`config.mk`:
```
export PLATFORM = sky130hd
export DESIGN_NAME = dsb_seq
export DESIGN_NICKNAME = d
export VERILOG_FILES = /design/src/include/dsb_pkg.sv /design/src/hdl/dsb_brake_timer.sv /design/src/hdl/dsb_seq.sv
export SDC_FILE = /design/constraint.sdc
export NUM_CORES = 1
export LEC_CHECK = 0
export BUFFER_PORTS_ARGS = -buffer_cell sky130_fd_sc_hd__buf_2
export CORE_ASPECT_RATIO = 0.6
export CORE_MARGIN = 4
export CORE_UTILIZATION = 40
export CTS_BUF_LIST = sky130_fd_sc_hd__clkbuf_16
export DETAILED_ROUTE_END_ITERATION = 10
export PLACE_DENSITY_LB_ADDON = 0.2
export REMOVE_ABC_BUFFERS = 1
export SETUP_SLACK_MARGIN = 0.1
export SYNTH_ARGS = -nofsm -noshare
export SYNTH_HDL_FRONTEND = slang
export SYNTH_SLANG_ARGS = --single-unit
export TNS_END_PERCENT = 1
```
`constraint.sdc`:
```
create_clock -name mclk_i -period 6.1 [get_ports mclk_i]
set_clock_uncertainty 0.1 [all_clocks]
set_input_delay 0 -clock mclk_i [delete_from_list [all_inputs] [get_ports mclk_i]]
set_output_delay 0 -clock mclk_i [all_outputs]
set_load 0.02 [all_outputs]
```
`src/include/dsb_pkg.sv`:
```
// Overview of operation
// - Enable with torque-cut open raises fault
// - Hardware disable switches power stage off immediately
// - Stops accepted from input and fieldbus
// - Disable mode 0 cuts power at once
// - Disable mode 2 decelerates, then cuts power
// - Brake on low speed or timeout
// - Stop input: controlled stop, disable, brake
// - Immediate brake option after hardware disable/fault
// - Immediate-disable fault cuts power at once
// - Dynamic-braking fault cuts control, brakes dynamically
// - Controlled-stop fault decelerates then cuts power
// - Stop request beats any enable request
// - Category 0 beats category 1, any mode
// - Category 1 keeps power until shutdown done
// - Stop function state reported to control
// - Losing axis active engages holding brake after low speed, timeout or immediate brake
// - Torque-cut opening removes torque, raises fault while axis active
package dsb_pkg;
	// ========================================
	// Widths and codes
	localparam int DSB_SPD_W = 16;
	localparam int DSB_TMO_W = 24;
	localparam logic [1:0] DSB_DIS_IMM = 2'h0;
	localparam logic [1:0] DSB_DIS_CTRL = 2'h2;
	localparam logic [1:0] DSB_CAT_NONE = 2'h3;
	localparam logic [1:0] DSB_CAT0 = 2'h0;
	localparam logic [1:0] DSB_CAT1 = 2'h1;
	localparam logic [1:0] DSB_CAT2 = 2'h2;

	// ========================================
	// Sequencer states
	typedef enum logic [4:0] {
		DSB_OFF = 5'h01,
		DSB_RUN = 5'h02,
		DSB_DECEL = 5'h04,
		DSB_COAST = 5'h08,
		DSB_HOLD = 5'h10
	} dsb_state_t;

	// ========================================
	// Stop requests and fault classes
	typedef struct packed {
		logic hw_off;
		logic sto_off;
		logic fault_imm;
		logic fault_dyn;
		logic fault_ctrl;
		logic sw_dis;
		logic din_stop;
		logic bus_stop;
	} dsb_req_t;

	// Configuration
	typedef struct packed {
		logic [1:0] disable_mode_select;
		logic immediate_brake_select;
		logic [DSB_SPD_W-1:0] brake_speed_threshold;
		logic [DSB_TMO_W-1:0] brake_timeout;
	} dsb_cfg_t;

	// Status to control logic
	typedef struct packed {
		logic axis_active;
		logic power_stage_en;
		logic dyn_brake_en;
		logic decel_cmd;
		logic brake_apply;
		logic safe_torque_off_fault;
		logic [1:0] stop_category;
	} dsb_stat_t;
endpackage

```
`src/hdl/dsb_brake_timer.sv`:
```
`timescale 1ns/1ns
// ========================================
// Brake-apply decision: speed threshold or timeout
module dsb_brake_timer
	import dsb_pkg::*;
#(
	parameter int TMO_W = DSB_TMO_W
) (
	// Clock and reset
	input wire logic mclk_i,
	input wire logic rst_n_i,
	// Control
	input wire logic start_i,
	input wire logic run_i,
	input wire logic [DSB_SPD_W-1:0] speed_i,
	input wire logic [DSB_SPD_W-1:0] thresh_i,
	input wire logic [TMO_W-1:0] timeout_i,
	// Result
	output logic due_o
);
	typedef struct packed {
		logic [TMO_W-1:0] cnt;
		logic due;
	} dsb_tmr_t;

	dsb_tmr_t s_q, s_d;

	always_comb begin
		s_d = s_q;
		if (start_i) begin
			// Counter starts with the stop procedure
			s_d.cnt = '0;
			s_d.due = 1'b0;
		end else if (run_i && !s_q.due) begin
			if (speed_i < thresh_i || s_q.cnt >= timeout_i) begin
				s_d.due = 1'b1;
			end else begin
				s_d.cnt = s_q.cnt + 1'b1;
			end
		end else if (!run_i) begin
			s_d.due = 1'b0;
		end
	end

	always_ff @(posedge mclk_i or negedge rst_n_i) begin
		if (!rst_n_i) begin
			s_q <= '0;
		end else begin
			s_q <= s_d;
		end
	end

	assign due_o = s_q.due;

	// ========================================
	// Checks
	property p_tmo_due;
		@(posedge mclk_i) disable iff (!rst_n_i) (run_i && !start_i && !s_q.due && s_q.cnt >= timeout_i)
			|=> due_o;
	endproperty
	a_tmo_due: assert property (p_tmo_due) else $error("timeout did not set brake due");

	property p_start_clr;
		@(posedge mclk_i) disable iff (!rst_n_i) start_i |=> !due_o && s_q.cnt == '0;
	endproperty
	a_start_clr: assert property (p_start_clr) else $error("timer not restarted");

	property p_idle_clr;
		@(posedge mclk_i) disable iff (!rst_n_i) (!run_i && !start_i) |=> !due_o;
	endproperty
	a_idle_clr: assert property (p_idle_clr) else $error("brake due outside stop");
endmodule

```
`src/hdl/dsb_seq.sv`:
```
`timescale 1ns/1ns
// ========================================
// Drive stop and brake sequencer
module dsb_seq
	import dsb_pkg::*;
(
	// Clock and reset
	input wire logic mclk_i,
	input wire logic rst_n_i,
	// Enables and stop requests
	input wire logic hw_enable_i,
	input wire logic torque_cut_input_i,
	input wire logic software_enable_i,
	input wire logic software_disable_cmd_i,
	input wire logic din_stop_i,
	input wire logic bus_stop_i,
	// Fault classes
	input wire logic fault_imm_i,
	input wire logic fault_dyn_i,
	input wire logic fault_ctrl_i,
	input wire logic fault_clear_i,
	// Configuration and feedback
	input wire dsb_cfg_t cfg_i,
	input wire logic [DSB_SPD_W-1:0] motor_speed_i,
	input wire logic decel_done_i,
	// Status and power-stage controls
	output dsb_stat_t stat_o
);
	typedef struct packed {
		dsb_state_t st;
		logic [1:0] cat;
		logic hw_q;
		logic sto_fault;
		dsb_stat_t out;
	} dsb_seq_t;

	dsb_seq_t s_q, s_d;
	dsb_req_t req;
	logic any_stop, cat0, cat1, cat2, imm_brake, tmr_start, tmr_run, brake_due;

	// ========================================
	// Request decode and priority
	always_comb begin
		req.hw_off = !hw_enable_i;
		req.sto_off = !torque_cut_input_i;
		req.fault_imm = fault_imm_i;
		req.fault_dyn = fault_dyn_i;
		req.fault_ctrl = fault_ctrl_i;
		req.sw_dis = software_disable_cmd_i || !software_enable_i;
		req.din_stop = din_stop_i;
		req.bus_stop = bus_stop_i;
		cat0 = req.hw_off || req.sto_off || req.fault_imm || req.fault_dyn
			|| (req.sw_dis && cfg_i.disable_mode_select != DSB_DIS_CTRL);
		cat1 = req.fault_ctrl || (req.sw_dis && cfg_i.disable_mode_select == DSB_DIS_CTRL);
		cat2 = req.din_stop || req.bus_stop;
		any_stop = cat0 || cat1 || cat2 || s_q.sto_fault;
		imm_brake = cfg_i.immediate_brake_select
			&& (req.hw_off || req.sto_off || req.fault_imm || req.fault_dyn);
	end

	// ========================================
	// Sequencer
	always_comb begin
		s_d = s_q;
		tmr_start = 1'b0;
		s_d.hw_q = hw_enable_i;
		// Enable rising while torque-cut open
		if (hw_enable_i && !s_q.hw_q && !torque_cut_input_i) begin
			s_d.sto_fault = 1'b1;
		end else if (s_q.out.axis_active && !torque_cut_input_i) begin
			s_d.sto_fault = 1'b1;
		end else if (fault_clear_i && torque_cut_input_i) begin
			s_d.sto_fault = 1'b0;
		end
		unique case (s_q.st)
			DSB_OFF: begin
				// Any stop request blocks enabling
				if (!any_stop && software_enable_i && hw_enable_i) begin
					s_d.st = DSB_RUN;
					s_d.cat = DSB_CAT_NONE;
				end
			end
			DSB_RUN: begin
				if (cat0) begin
					s_d.st = DSB_COAST;
					s_d.cat = DSB_CAT0;
					tmr_start = 1'b1;
				end else if (cat1 || cat2) begin
					s_d.st = DSB_DECEL;
					s_d.cat = cat1 ? DSB_CAT1 : DSB_CAT2;
					tmr_start = 1'b1;
				end
			end
			DSB_DECEL: begin
				if (cat0) begin
					s_d.st = DSB_COAST;
					s_d.cat = DSB_CAT0;
				end else if (decel_done_i) begin
					s_d.st = DSB_COAST;
				end
			end
			DSB_COAST: begin
				if (brake_due || imm_brake) begin
					s_d.st = DSB_HOLD;
				end
			end
			DSB_HOLD: begin
				if (!any_stop) begin
					s_d.st = DSB_OFF;
				end
			end
			default: begin
				s_d.st = DSB_OFF;
			end
		endcase
		// Outputs
		s_d.out.axis_active = (s_d.st == DSB_RUN) || (s_d.st == DSB_DECEL);
		s_d.out.power_stage_en = s_d.out.axis_active;
		s_d.out.decel_cmd = (s_d.st == DSB_DECEL);
		s_d.out.dyn_brake_en = (s_d.st == DSB_COAST) && req.fault_dyn;
		s_d.out.brake_apply = !s_d.out.axis_active && !(s_d.st == DSB_COAST);
		s_d.out.safe_torque_off_fault = s_d.sto_fault;
		s_d.out.stop_category = s_d.cat;
	end

	assign tmr_run = (s_q.st == DSB_DECEL) || (s_q.st == DSB_COAST);

	dsb_brake_timer #(
		.TMO_W(DSB_TMO_W)
	) u_tmr (
		.mclk_i(mclk_i),
		.rst_n_i(rst_n_i),
		.start_i(tmr_start),
		.run_i(tmr_run),
		.speed_i(motor_speed_i),
		.thresh_i(cfg_i.brake_speed_threshold),
		.timeout_i(cfg_i.brake_timeout),
		.due_o(brake_due)
	);

	always_ff @(posedge mclk_i or negedge rst_n_i) begin
		if (!rst_n_i) begin
			s_q.st <= DSB_OFF;
			s_q.cat <= DSB_CAT_NONE;
			s_q.hw_q <= 1'b0;
			s_q.sto_fault <= 1'b0;
			s_q.out <= '{1'b0, 1'b0, 1'b0, 1'b0, 1'b1, 1'b0, DSB_CAT_NONE};
		end else begin
			s_q <= s_d;
		end
	end

	assign stat_o = s_q.out;

	// ========================================
	// Checks
	property p_hw_off;
		@(posedge mclk_i) disable iff (!rst_n_i) !hw_enable_i |=> !stat_o.power_stage_en;
	endproperty
	a_hw_off: assert property (p_hw_off) else $error("power on after hw disable");

	property p_sto_fault;
		@(posedge mclk_i) disable iff (!rst_n_i) (hw_enable_i && !$past(hw_enable_i) && !torque_cut_input_i)
			|=> stat_o.safe_torque_off_fault;
	endproperty
	a_sto_fault: assert property (p_sto_fault) else $error("missing torque-cut fault");

	property p_brake_active;
		@(posedge mclk_i) disable iff (!rst_n_i) stat_o.axis_active |-> !stat_o.brake_apply;
	endproperty
	a_brake_active: assert property (p_brake_active) else $error("brake while active");

	property p_drop_brake;
		@(posedge mclk_i) disable iff (!rst_n_i) $fell(stat_o.axis_active) && cfg_i.immediate_brake_select
			&& !hw_enable_i |=> ##[0:2] stat_o.brake_apply;
	endproperty
	a_drop_brake: assert property (p_drop_brake) else $error("no immediate brake");

	property p_cat0_wins;
		@(posedge mclk_i) disable iff (!rst_n_i) (s_q.st == DSB_RUN && cat0 && cat1) |=> stat_o.stop_category == DSB_CAT0;
	endproperty
	a_cat0_wins: assert property (p_cat0_wins) else $error("cat0 lost priority");

	property p_cat1_power;
		@(posedge mclk_i) disable iff (!rst_n_i) stat_o.decel_cmd |-> stat_o.power_stage_en;
	endproperty
	a_cat1_power: assert property (p_cat1_power) else $error("power lost in decel");

	property p_stop_blocks;
		@(posedge mclk_i) disable iff (!rst_n_i) (s_q.st == DSB_OFF && any_stop) |=> !stat_o.axis_active;
	endproperty
	a_stop_blocks: assert property (p_stop_blocks) else $error("enable beat stop");

	property p_mode2;
		@(posedge mclk_i) disable iff (!rst_n_i) (s_q.st == DSB_RUN && software_disable_cmd_i && !cat0
			&& cfg_i.disable_mode_select == DSB_DIS_CTRL) |=> stat_o.decel_cmd ##0 stat_o.stop_category == DSB_CAT1;
	endproperty
	a_mode2: assert property (p_mode2) else $error("mode 2 did not decelerate");

	property p_speed_brake;
		@(posedge mclk_i) disable iff (!rst_n_i) (s_q.st == DSB_COAST && brake_due) |=> stat_o.brake_apply;
	endproperty
	a_speed_brake: assert property (p_speed_brake) else $error("brake not applied");

	// ========================================
	// Stop class and status checks
	property p_sto_torque;
		@(posedge mclk_i) disable iff (!rst_n_i) !torque_cut_input_i |=> !stat_o.power_stage_en;
	endproperty
	a_sto_torque: assert property (p_sto_torque) else $error("power on with torque cut open");

	property p_sto_run;
		@(posedge mclk_i) disable iff (!rst_n_i) (stat_o.axis_active && !torque_cut_input_i)
			|=> stat_o.safe_torque_off_fault;
	endproperty
	a_sto_run: assert property (p_sto_run) else $error("no fault on torque cut in operation");

	property p_sto_hold;
		@(posedge mclk_i) disable iff (!rst_n_i) (stat_o.safe_torque_off_fault && !torque_cut_input_i)
			|=> stat_o.safe_torque_off_fault;
	endproperty
	a_sto_hold: assert property (p_sto_hold) else $error("torque-cut fault lost while open");

	property p_imm_fault;
		@(posedge mclk_i) disable iff (!rst_n_i) fault_imm_i |=> !stat_o.power_stage_en;
	endproperty
	a_imm_fault: assert property (p_imm_fault) else $error("power on after immediate fault");

	property p_dyn_fault;
		@(posedge mclk_i) disable iff (!rst_n_i) (fault_dyn_i && stat_o.axis_active)
			|=> stat_o.dyn_brake_en && !stat_o.power_stage_en;
	endproperty
	a_dyn_fault: assert property (p_dyn_fault) else $error("no dynamic braking on fault");

	property p_dyn_only;
		@(posedge mclk_i) disable iff (!rst_n_i) stat_o.dyn_brake_en |-> !stat_o.power_stage_en;
	endproperty
	a_dyn_only: assert property (p_dyn_only) else $error("dynamic braking with power on");

	property p_ctrl_fault;
		@(posedge mclk_i) disable iff (!rst_n_i) (s_q.st == DSB_RUN && fault_ctrl_i && !cat0)
			|=> stat_o.decel_cmd && stat_o.power_stage_en;
	endproperty
	a_ctrl_fault: assert property (p_ctrl_fault) else $error("controlled fault did not decelerate");

	property p_mode0;
		@(posedge mclk_i) disable iff (!rst_n_i) (software_disable_cmd_i && cfg_i.disable_mode_select == DSB_DIS_IMM)
			|=> !stat_o.power_stage_en;
	endproperty
	a_mode0: assert property (p_mode0) else $error("mode 0 kept power on");

	property p_din_stop;
		@(posedge mclk_i) disable iff (!rst_n_i) (s_q.st == DSB_RUN && din_stop_i && !cat0 && !cat1)
			|=> stat_o.decel_cmd && stat_o.stop_category == DSB_CAT2;
	endproperty
	a_din_stop: assert property (p_din_stop) else $error("input stop did not decelerate");

	property p_bus_stop;
		@(posedge mclk_i) disable iff (!rst_n_i) (s_q.st == DSB_RUN && bus_stop_i && !cat0)
			|=> stat_o.decel_cmd && stat_o.power_stage_en;
	endproperty
	a_bus_stop: assert property (p_bus_stop) else $error("fieldbus stop ignored");

	property p_decel_keep;
		@(posedge mclk_i) disable iff (!rst_n_i) (s_q.st == DSB_DECEL && !decel_done_i && !cat0)
			|=> stat_o.power_stage_en;
	endproperty
	a_decel_keep: assert property (p_decel_keep) else $error("power dropped before decel done");

	property p_decel_end;
		@(posedge mclk_i) disable iff (!rst_n_i) (s_q.st == DSB_DECEL && decel_done_i && !cat0)
			|=> !stat_o.power_stage_en && !stat_o.decel_cmd;
	endproperty
	a_decel_end: assert property (p_decel_end) else $error("power kept after decel done");

	property p_cat0_decel;
		@(posedge mclk_i) disable iff (!rst_n_i) (s_q.st == DSB_DECEL && cat0)
			|=> stat_o.stop_category == DSB_CAT0 && !stat_o.power_stage_en;
	endproperty
	a_cat0_decel: assert property (p_cat0_decel) else $error("cat0 lost priority in decel");

	property p_slow_due;
		@(posedge mclk_i) disable iff (!rst_n_i) (tmr_run && !brake_due && motor_speed_i < cfg_i.brake_speed_threshold)
			|=> brake_due;
	endproperty
	a_slow_due: assert property (p_slow_due) else $error("low speed did not set brake due");

	property p_imm_brake;
		@(posedge mclk_i) disable iff (!rst_n_i) (s_q.st == DSB_COAST && imm_brake) |=> stat_o.brake_apply;
	endproperty
	a_imm_brake: assert property (p_imm_brake) else $error("immediate brake not applied");

	property p_idle_brake;
		@(posedge mclk_i) disable iff (!rst_n_i) (s_q.st == DSB_OFF || s_q.st == DSB_HOLD) |-> stat_o.brake_apply;
	endproperty
	a_idle_brake: assert property (p_idle_brake) else $error("brake released while inactive");

	property p_hold_stays;
		@(posedge mclk_i) disable iff (!rst_n_i) (s_q.st == DSB_HOLD && any_stop) |=> !stat_o.axis_active;
	endproperty
	a_hold_stays: assert property (p_hold_stays) else $error("restart with stop pending");

	property p_run_start;
		@(posedge mclk_i) disable iff (!rst_n_i) (s_q.st == DSB_OFF && !any_stop && software_enable_i && hw_enable_i)
			|=> stat_o.axis_active && stat_o.stop_category == DSB_CAT_NONE;
	endproperty
	a_run_start: assert property (p_run_start) else $error("enable not reported");

	property p_run_cat;
		@(posedge mclk_i) disable iff (!rst_n_i) (stat_o.axis_active && !stat_o.decel_cmd) |-> stat_o.stop_category == DSB_CAT_NONE;
	endproperty
	a_run_cat: assert property (p_run_cat) else $error("stop category shown while running");
endmodule

```
==> results of run 1 <==
-- metal layers --
| metal | vias to the layer above | share of wire [%] |
|---|---|---|
| met5 | - | 0 |
| met1 | 1441 | 51 |
| met4 | 0 | 1.1 |
| met2 | 70 | 42 |
| met3 | 8 | 5.3 |
| li1 | 1585 | - |
-- flip-flops by register name (all words and copies together), names as in the netlist --
register     cells
u_tmr.s_q       24
stat_o           7
s_q              6
u_tmr.due_o      1
-- logic make-up (layout without fill, tap and decap cells) --
group,Yosys count,after routing,synth area share [%]
adders and majority gates,40,40,14.2
and+or+nand+nor,181,181,31.8
muxes,25,25,7.16
AOI/OAI and AO/OA,54,54,10.1
DFF,38,38,27.1
xor gates and xnor gates,1,1,0.248
buffers and inverters,69,143,9.43
-- worst max-delay path: cells and delay by family (launching register included) --
kind                     cells  cell delay (ps)
adder cells (fa/ha/maj)      1              330
flip-flops                   1              410
AO/OA/AOI/OAI                2             1050
multiplexers                 1              160
AND/OR/NAND/NOR              3              920
-- cell usage in the layout, fill, tap and decap left out, types with 14 or more instances in the layout --
cell | synthesis | routed
nand4_1 | 14 | 14
nor2_1 | 14 | 14
a21oi_1 | 16 | 16
nor4_2 | 17 | 18
nand2b_1 | 24 | 24
mux2i_1 | 23 | 23
ha_1 | 40 | 40
nand3_1 | 17 | 17
dfrtp_1 | 34 | 34
inv_1 | 43 | 43
buf_2 | 8 | 79
nand2_1 | 47 | 47
-- final cells by class --
class / count / area share [%]
Clock buffer: 5 / 3.01
Timing Repair Buffer: 92 / 12.4
Multi-Input combinational cell: 301 / 54.0
Clock inverter: 3 / 0.391
Tap cell: 112 / 3.37
Inverter: 43 / 3.88
Sequential cell: 38 / 23.0
-- power by group through the flow --
stage / Sequential (mW) / Clock (mW) / Combinational [mW]
3_5_place_dp: 0.304 / 0 / 0.172
4_1_cts: 0.299 / 0.264 / 0.178
5_1_grt: 0.304 / 0.281 / 0.207
6_report: 0.300 / 0.257 / 0.176
3_3_place_gp: 0.302 / 0 / 0.167
2_1_floorplan: 0.294 / 0 / 0.111
-- path summary, 6_finish.rpt --
path,to,slack [ps],cells past startpoint
max in group asynchronous,u_tmr.s_q[24],5050,2
worst max register to register,u_tmr.s_q[24],2980,7
min in group asynchronous,u_tmr.s_q[9],280,2
worst min-delay path,stat_o[0],70,4
worst min register to register,u_tmr.s_q[11],460,2
worst max-delay path,u_tmr.s_q[24],2980,7
-- repair_timing --
| action | in CTS | in global routing |
|---|---|---|
| hold buffers | 9 | 0 |
| hold endpoints to repair | 40 | 0 |
| buffers inserted | 0 | 0 |
-- Yosys cell counts, drive strengths merged (6+ instances only) --
cell type and n:
nor4 24, nand4 14, ha 40, nand3 17, nor2 14, nand2b 24
dfrtp 34, o21ai 13, nand2 47, buf 24, and4 6, and3 11
a21oi 18, mux2i 23, inv 43
==> results.json, run 1 <==
{
  "fin_area_sq_um": 4160,
  "port_buffers": 79,
  "met3_usage_pct": 3.88,
  "r2r_start": "u_tmr.s_q[23]",
  "drc": 0,
  "min_from": "fault_ctrl_i",
  "dp_hpwl_um": 6410,
  "rsz0062_at_grt": "false",
  "hold_path.class": "input pin to flip-flop",
  "total_power_mw": 0.734,
  "start_kind": "flip-flop",
  "ys_seq_elements": 38,
  "startpoint": "u_tmr.s_q[23]",
  "crit_top_cell": "nor4_1",
  "gr-usage-met1_pct": 25.5,
  "dp_cells": 577,
  "drt_iter0_drc": 177,
  "p_switching_mw": 0.233,
  "antenna_left": 0,
  "cp_data_required_time_ps": 6160,
  "start_util_pct": 41.2,
  "synth.distinct_cells": 57,
  "multi_input_area_sq_um": 2250,
  "layout.cells.non_filler": 594,
  "fillers": 824,
  "slowest_stage": "a21oi_4",
  "tns_ps": 0,
  "setup_viol": 0,
  "nets": 593,
  "synth_cells": 408,
  "grt_pass1_wl_um": 15200,
  "place.gp.congestion": 0.803,
  "cp_data_arrival_time_ps": 3180,
  "seqCellArea_sq_um": 956,
  "clkPwrFrac_pct": 35.1,
  "syn-cell-area_sq_um": 3530,
  "synthTopCellsByArea": "dfrtp_1 (24%), ha_1 (14%), mux2i_1 (6.5%)",
  "pwr-share-comb_pct": 24.0,
  "cts_buffer_depth": 2,
  "path_cells": "ha_1, nand4_1, nor4_1, o211ai_1, a21oi_4, nor4_1, mux2i_1",
  "max_freq_mhz": 321,
  "layout_min_cycle_time_ps": 3120,
  "grt_util_met2_pct": 28.3,
  "cts_buffers": 5,
  "worst_slew_pin_slew_ps": 1030,
  "hold_violations": 0,
  "wl_um": 8590,
  "area_growth_pct": 17.9,
  "vias": 3104,
  "rows": 26,
  "synth-main-ff-cell": "dfrtp_1",
  "first_pass_iters": 4,
  "via_per_inst": 5.23,
  "grt_max_degree": 47,
  "clkTransAtPathRegs_ps": 60,
  "seq_area_frac_synth_pct": 27.1,
  "worstPathMaxFanout": 26,
  "clk_latency_ps": 290,
  "placed_area_sq_um": 3930,
  "die_x_um": 129,
  "grt_pass1_vias": 3244,
  "leakage_nw": 2.02,
  "post-place-ws_ps": 3010,
  "ctsRootBufferMaster": "clkbuf_16",
  "synth_warnings": 0,
  "slew_violations": 0,
  "overflow": 0,
  "timing.hold.ws_ps": 67.2,
  "status": "finished clean",
  "dieArea_sq_um": 10400,
  "gr-max-usage-layer": "met2",
  "max_slew_margin_pct": 31.5,
  "track_usage_pct": 18.1,
  "p_per_area_nw_per_um2": 176,
  "drv_cap": 0,
  "fin_util_pct": 48.6,
  "htree_levels": 2,
  "critPathCaptureType": "flip-flop",
  "finalCritPeriodShare_pct": 51.1,
  "slowest_delay_ps": 820,
  "cts_tree": "done",
  "antenna_found_initial": 0,
  "num_antenna_cells": 0,
  "synth_edf_count": 0,
  "design.core.area_sq_um": 8560,
  "drive_above_1_share_pct": 25.1,
  "irDropWorstVdd_mv": 0.102,
  "ios": 80,
  "setup_ws_ps": 2980,
  "syn_area_per_cell_sq_um": 8.65,
  "intPower_mw": 0.501,
  "die_y_um": 80.8,
  "synth_area_leader_cell": "dfrtp_1",
  "synthArstFlopShare_pct": 100,
  "clock_sinks": 38,
  "swShare_pct": 31.7,
  "worst-setup-path-type": "flip-flop to flip-flop",
  "wl_per_cell_um": 14.5,
  "pwr-share-seq_pct": 40.9,
  "netlist.area_leader.share_pct": 24.1,
  "cts-resized-gates": 0
}
Power figures use the tool's default switching activity.
==> inputs of run 2 (changes only) <==
- ABC_AREA: default -> 1
- clock period: 6.1 -> 2.98 ns (I/O delays scaled with it)
==> run 2 against run 1 <==
  * Via count grew 20%
  * Global-route usage grew 1.4 points
  * Non-clock buffer count shrank 4
  * Sequential share of layout area shrank 0.76 points
  * Fmax grew 22%
  * Routed wire length grew 21%
  * Sequential power grew 88%
  * Sequential cell count is the same
  * Core utilization grew 0.55 points
  * Critical path type unchanged
==> results.json, run 2 <==
{
  "status": "finished clean",
  "place.gp.congestion": 0.986,
  "dp_hpwl_um": 8070,
  "worstPathMaxFanout": 24,
  "grt_max_degree": 39,
  "max_freq_mhz": 392,
  "ys_seq_elements": 38,
  "wl_um": 10400,
  "drv_cap": 0,
  "syn_area_per_cell_sq_um": 6.64,
  "synthTopCellsByArea": "dfrtp_1 (23%), nand2_1 (14%), ha_1 (14%)",
  "via_per_inst": 5.00,
  "grt_pass1_vias": 3445,
  "irDropWorstVdd_mv": 0.325,
  "first_pass_iters": 5,
  "seq_area_frac_synth_pct": 25.9,
  "port_buffers": 79,
  "wl_per_cell_um": 14.0,
  "yosys-top-cells-count": "nand2_1 (142), inv_1 (98), nand3_1 (64), nor2_1 (47), ha_1 (40)",
  "grt_pass1_wl_um": 16900,
  "post-synth-top-count-cell": "nand2_1",
  "area_growth_pct": 16.7,
  "largest_register": "u_tmr.s_q",
  "die_x_um": 132,
  "clkTransAtPathRegs_ps": 60,
  "tns_ps": 0,
  "die_y_um": 82.4,
  "cp_data_required_time_ps": 3050,
  "synth_cells": 555,
  "largest_reg_flops": 24,
  "setup_viol": 0,
  "ctsRootBufferMaster": "clkbuf_16",
  "final_common_cell": "nand2_1",
  "worst-setup-path-type": "flip-flop to flip-flop",
  "antenna_left": 0,
  "drt_iter0_drc": 357,
  "drc": 0,
  "cp_data_arrival_time_ps": 2620,
  "max_slew_margin_pct": 38.8,
  "synth.distinct_cells": 36,
  "start_util_pct": 42.1,
  "ios": 80,
  "nets": 744,
  "fin_util_pct": 49.2,
  "clock_sinks": 38,
  "multi_input_area_sq_um": 2200,
  "synth_edf_count": 0,
  "seqCellArea_sq_um": 956,
  "cts-resized-gates": 0,
  "slowest_stage": "nand3_2",
  "path_cells": "ha_1, a21o_1, nor2_1, nand2_1, nand2_1, nand2_1, nor2_2, nand3_2, nand3_1, nand2_1",
  "p_per_area_nw_per_um2": 315,
  "hold_violations": 0,
  "crit_top_cell": "nand2_1",
  "num_antenna_cells": 0,
  "cts_tree": "done",
  "finalCritPeriodShare_pct": 85.7,
  "layout_min_cycle_time_ps": 2550,
  "cts_buffers": 5,
  "layout_common_cells": "nand2_1 (142), inv_1 (98), buf_2 (79)",
  "critPathCaptureType": "flip-flop",
  "overflow": 0,
  "rows": 26,
  "syn-cell-area_sq_um": 3690,
  "synth-main-ff-cell": "dfrtp_1",
  "worst_slew_pin_slew_ps": 918,
  "fillers": 913,
  "htree_levels": 2,
  "start_kind": "flip-flop",
  "drive_above_1_share_pct": 18.8,
  "slew_violations": 0,
  "antenna_found_initial": 0,
  "track_usage_pct": 19.5,
  "vias": 3728,
  "design.core.area_sq_um": 8750,
  "leakage_nw": 2.49,
  "synthArstFlopShare_pct": 100,
  "hold_path.class": "input pin to flip-flop",
  "worst-r2r-setup-slack_ps": 430,
  "clk_latency_ps": 290,
  "dieArea_sq_um": 10900,
  "cts_buffer_depth": 2,
  "rsz0062_at_grt": "false",
  "slowest_delay_ps": 490,
  "synth_area_leader_cell": "dfrtp_1",
  "netlist.area_leader.share_pct": 23.1,
  "synth_warnings": 0,
  "cts_setup_buffers": 0
}
-- run 2: cell types whose count changed in the layout (fill, tap and decap cells not counted), moves of 18 or more --
cell      change
nand2_1      +95
inv_1        +55
nand3_1      +47
nor2_1       +33
nand2b_1     -24
mux2i_1      -23
nor4_2       -18
-- run 2: metrics by stage --
stage | worst slack (ps) | hold slack (ps) | cells | total power, mW | instance area, sq um
CTS | 440 | 7.42 | 745 | 1.37 | 4300
detailed placement | 465 | 39.9 | 731 | 0.832 | 4100
floorplan | 1030 | -396 | 537 | 0.721 | 3540
finish | 426 | 17.6 | 745 | 1.36 | 4300
global route | 239 | 47.4 | 745 | 1.43 | 4300
global placement | 498 | 35.2 | 731 | 0.825 | 4100
-- run 2: final timing paths --
path	startpoint	end	depth (start not counted)
worst max-delay path	u_tmr.s_q[16]	u_tmr.s_q[12]	10
worst min-delay path	cfg_i[40]	s_q[16]	3
worst max register to register	u_tmr.s_q[16]	u_tmr.s_q[12]	10
worst min register to register	stat_o[0]	stat_o[0]	2
max in group asynchronous	rst_n_i	u_tmr.s_q[15]	2
min in group asynchronous	rst_n_i	u_tmr.s_q[5]	2
-- run 2: cells by family after synthesis --
kind of cell             share of synthesized area [%]
XOR/XNOR                                          2.38
buffers and inverters                             14.4
adder cells (fa/ha/maj)                           13.6
AO/OA/AOI/OAI                                     8.08
flip-flops                                        25.9
AND/OR/NAND/NOR                                   35.7
-- run 2: report_power, final --
part           switching [mW]  total [mW]  internal (mW)  leakage (nW)
Sequential             0.0164       0.565          0.549         0.514
Combinational           0.155       0.264          0.109          1.91
Clock                   0.222       0.528          0.306        0.0672
Total                   0.394        1.36          0.964          2.49
-- run 2: routing by layer --
layer / wire, um / vias up / GRT usage (%)
met1: 5270 / 1694 / 29.2
met2: 4150 / 116 / 28.1
met4: 82 / 0 / 3.04
met5: 0 / - / 0
li1: - / 1909 / -
met3: 896 / 9 / 5.51
-- run 2: layout make-up --
class / count / share of cell area (%)
clock buffer: 5 / 2.91
clock inverter: 3 / 0.378
inverter: 103 / 8.99
multi-input combinational: 396 / 51.1
sequential: 38 / 22.2
tap: 112 / 3.26
timing repair buffer: 88 / 11.1
-- run 2: critical path: cells and delay by family (launching register included) --
| family | cells | cell delay [ps] |
|---|---|---|
| flops | 1 | 470 |
| simple gates | 8 | 1380 |
| compound gates | 1 | 160 |
| fa+ha+maj | 1 | 320 |
-- run 2: timing repair --
item                       4_1_cts  5_1_grt
hold buffers                     6        0
setup endpoints to repair        0        0
hold endpoints to repair        38        0
==> inputs of run 3 (changes only) <==
- PLACE_DENSITY: default -> 0.58
- PLACE_DENSITY_LB_ADDON: 0.2 -> default
- SYNTH_HIERARCHICAL: default -> 1
==> run 3 against run 2 <==
  * Sequential power down 4.4%
  * Highest routed layer unchanged
  * Cell count up 3.9%
  * Critical path type unchanged
  * Combinational power down 6%
  * Via count down 0.48%
  * Register-to-register slack worse by 20 ps
  * Largest power group is now the clock network
  * Fmax down 0.59%
  * Largest cell class unchanged
  * Power up 3.3%
  * Clock power up 16%
  * Count of clock-buffer cells in the layout unchanged
  * Synthesized cell count up 2.3%
==> results.json, run 3 <==
{
  "status": "finished clean",
  "cts_buffer_depth": 2,
  "synth_cells": 568,
  "die_x_um": 134,
  "cp_data_required_time_ps": 3050,
  "layout_common_cells": "nand2_1 (132), inv_1 (88), buf_2 (79)",
  "fin_util_pct": 48.6,
  "critPathCapture": "u_tmr/s_q[17]",
  "grt_pass1_wl_um": 16900,
  "nets": 755,
  "max_freq_mhz": 389,
  "ios": 80,
  "startpoint": "u_tmr/s_q[19]",
  "drt_iter0_drc": 350,
  "synth_edf_count": 0,
  "irDropWorstVdd_mv": 0.187,
  "worst-r2r-setup-slack_ps": 410,
  "wl_um": 9830,
  "timing.hold.ws_ps": 50.9,
  "track_usage_pct": 18.1,
  "die_y_um": 83.6,
  "finalCritPeriodShare_pct": 86.2,
  "final_common_cell": "nand2_1",
  "via_per_inst": 4.79,
  "grt_pass1_vias": 3507,
  "reg2reg_depth": 12,
  "htree_levels": 2,
  "overflow": 0,
  "ys_seq_elements": 38,
  "largest_register": "u_tmr/s_q",
  "clkTransAtPathRegs_ps": 60,
  "worstPathMaxFanout": 24,
  "num_antenna_cells": 0,
  "dieArea_sq_um": 11200,
  "rsz0062_at_grt": "false",
  "total_power_mw": 1.40,
  "seq_area_frac_synth_pct": 25.1,
  "place.gp.congestion": 0.895,
  "worst_slew_pin_slew_ps": 872,
  "antenna_found_initial": 0,
  "vias": 3710,
  "largest_reg_flops": 24,
  "yosys-top-cells-count": "nand2_1 (132), inv_1 (88), nand3_1 (75), nor2_1 (73), ha_1 (40)",
  "leakage_nw": 2.56,
  "drv_cap": 0,
  "syn_area_per_cell_sq_um": 6.71,
  "first_pass_iters": 5,
  "hold_violations": 0,
  "clk_latency_ps": 280,
  "wl_per_cell_um": 12.7,
  "clock_sinks": 38,
  "syn-cell-area_sq_um": 3810,
  "drc": 0,
  "design.core.area_sq_um": 9220,
  "port_buffers": 79,
  "antenna_left": 0,
  "cts_tree": "done",
  "synth_area_leader_cell": "dfrtp_1",
  "synth-main-ff-cell": "dfrtp_1",
  "grt_max_degree": 39,
  "setup_viol": 0,
  "dp_hpwl_um": 7760,
  "layout_min_cycle_time_ps": 2570,
  "start_kind": "flip-flop",
  "netlist.area_leader.share_pct": 22.3,
  "p_per_area_nw_per_um2": 313,
  "worstReg2RegEnd": "u_tmr/s_q[17]",
  "post-synth-top-count-cell": "nand2_1",
  "cp_data_arrival_time_ps": 2640,
  "drive_above_1_share_pct": 22.2,
  "r2r_start": "u_tmr/s_q[19]",
  "area_growth_pct": 17.6,
  "synth_warnings": 6,
  "worst-setup-path-type": "flip-flop to flip-flop",
  "cts_buffers": 5,
  "slew_violations": 0,
  "max_slew_margin_pct": 41.9,
  "critPathCaptureType": "flip-flop",
  "synth.distinct_cells": 34,
  "hold_path.class": "input pin to flip-flop",
  "ctsRootBufferMaster": "clkbuf_16",
  "synthTopCellsByArea": "dfrtp_1 (22%), ha_1 (13%), nand2_1 (13%)",
  "start_util_pct": 41.3,
  "rows": 27,
  "cts_setup_buffers": 0,
  "synthArstFlopShare_pct": 100
}
==> run 3: cell types whose count changed in the layout (fill, tap and decap cells not counted), sizes merged, moves of 3 or more <==
| cell | previous run | this run |
|---|---|---|
| nor2 | 56 | 87 |
| inv | 103 | 98 |
| o21ai | 11 | 7 |
| nand3b | 3 | 0 |
| a21oi | 29 | 17 |
| nand3 | 66 | 82 |
| nor3 | 13 | 6 |
| xor2 | 7 | 14 |
==> run 3: area by class of cell <==
| class | instances | area [sq um] |
|---|---|---|
| Clock buffer | 5 | 125 |
| Clock inverter | 3 | 45.0 |
| Fill cell | 954 | 4740 |
| Inverter | 99 | 373 |
| Multi-Input combinational cell | 412 | 2350 |
| Sequential cell | 38 | 956 |
| Tap cell | 130 | 163 |
| Timing Repair Buffer | 87 | 470 |
==> run 3: cell families after synthesis <==
logic type	after synthesis	synth area share [%]
buffers and inverters	118	13.3
AO/OA/AOI/OAI	26	3.81
flip-flops	38	25.1
XOR/XNOR	17	3.91
AND/OR/NAND/NOR	329	40.7
adder cells (fa/ha/maj)	40	13.1
==> run 3: where the power goes <==
group,total [mW],switching [mW],internal [mW]
combinational,0.247,0.145,0.102
clock,0.615,0.220,0.395
sequential,0.540,0.00828,0.532
total,1.40,0.373,1.03
==> run 3: what timing repair did <==
| action | in CTS | in global routing |
|---|---|---|
| endpoints found under the hold margin | 38 | 0 |
| setup endpoints to repair | 0 | 0 |
| gates resized for setup | 0 | 0 |
| hold buffers | 6 | 0 |
==> run 3: routing by layer <==
layer | track usage [%] | wire length (um)
met2 | 24.6 | 3680
met5 | 0 | 0
met1 | 29.8 | 5480
met3 | 2.35 | 604
met4 | 3.27 | 55
==> run 3: how the worst min path moves through the flow <==
stage | cells past startpoint | to | start | slack (ps)
global placement | 1 | s_q[9] | hw_enable_i | 50
finish | 6 | s_q[13] | din_stop_i | 50
CTS | 6 | s_q[13] | din_stop_i | 50
floorplan | 0 | s_q[13] | rst_n_i | -400
global route | 6 | s_q[13] | din_stop_i | 80
detailed placement | 1 | s_q[9] | hw_enable_i | 50
==> run 3: critical path, cell delays in order, from the launching register on <==
cell and delay, ps:
dfrtp_1 450, ha_1 310, nand2_1 50, inv_1 60, nand3_1 70, nor2_1 360
nand2_1 120, a21oi_2 210, nor2_2 80, nand2_2 80, nand2_2 310, nand3_1 200
nand2_1 60
==> run 3: stage by stage <==
step | worst slack (ps) | setup TNS (ps) | std cells | instance area, sq um
6_report | 411 | 0 | 774 | 4480
5_1_grt | 265 | 0 | 774 | 4480
4_1_cts | 497 | 0 | 774 | 4480
3_5_place_dp | 497 | 0 | 760 | 4250
3_3_place_gp | 485 | 0 | 760 | 4250
2_1_floorplan | -23.7 | -569 | 549 | 3670
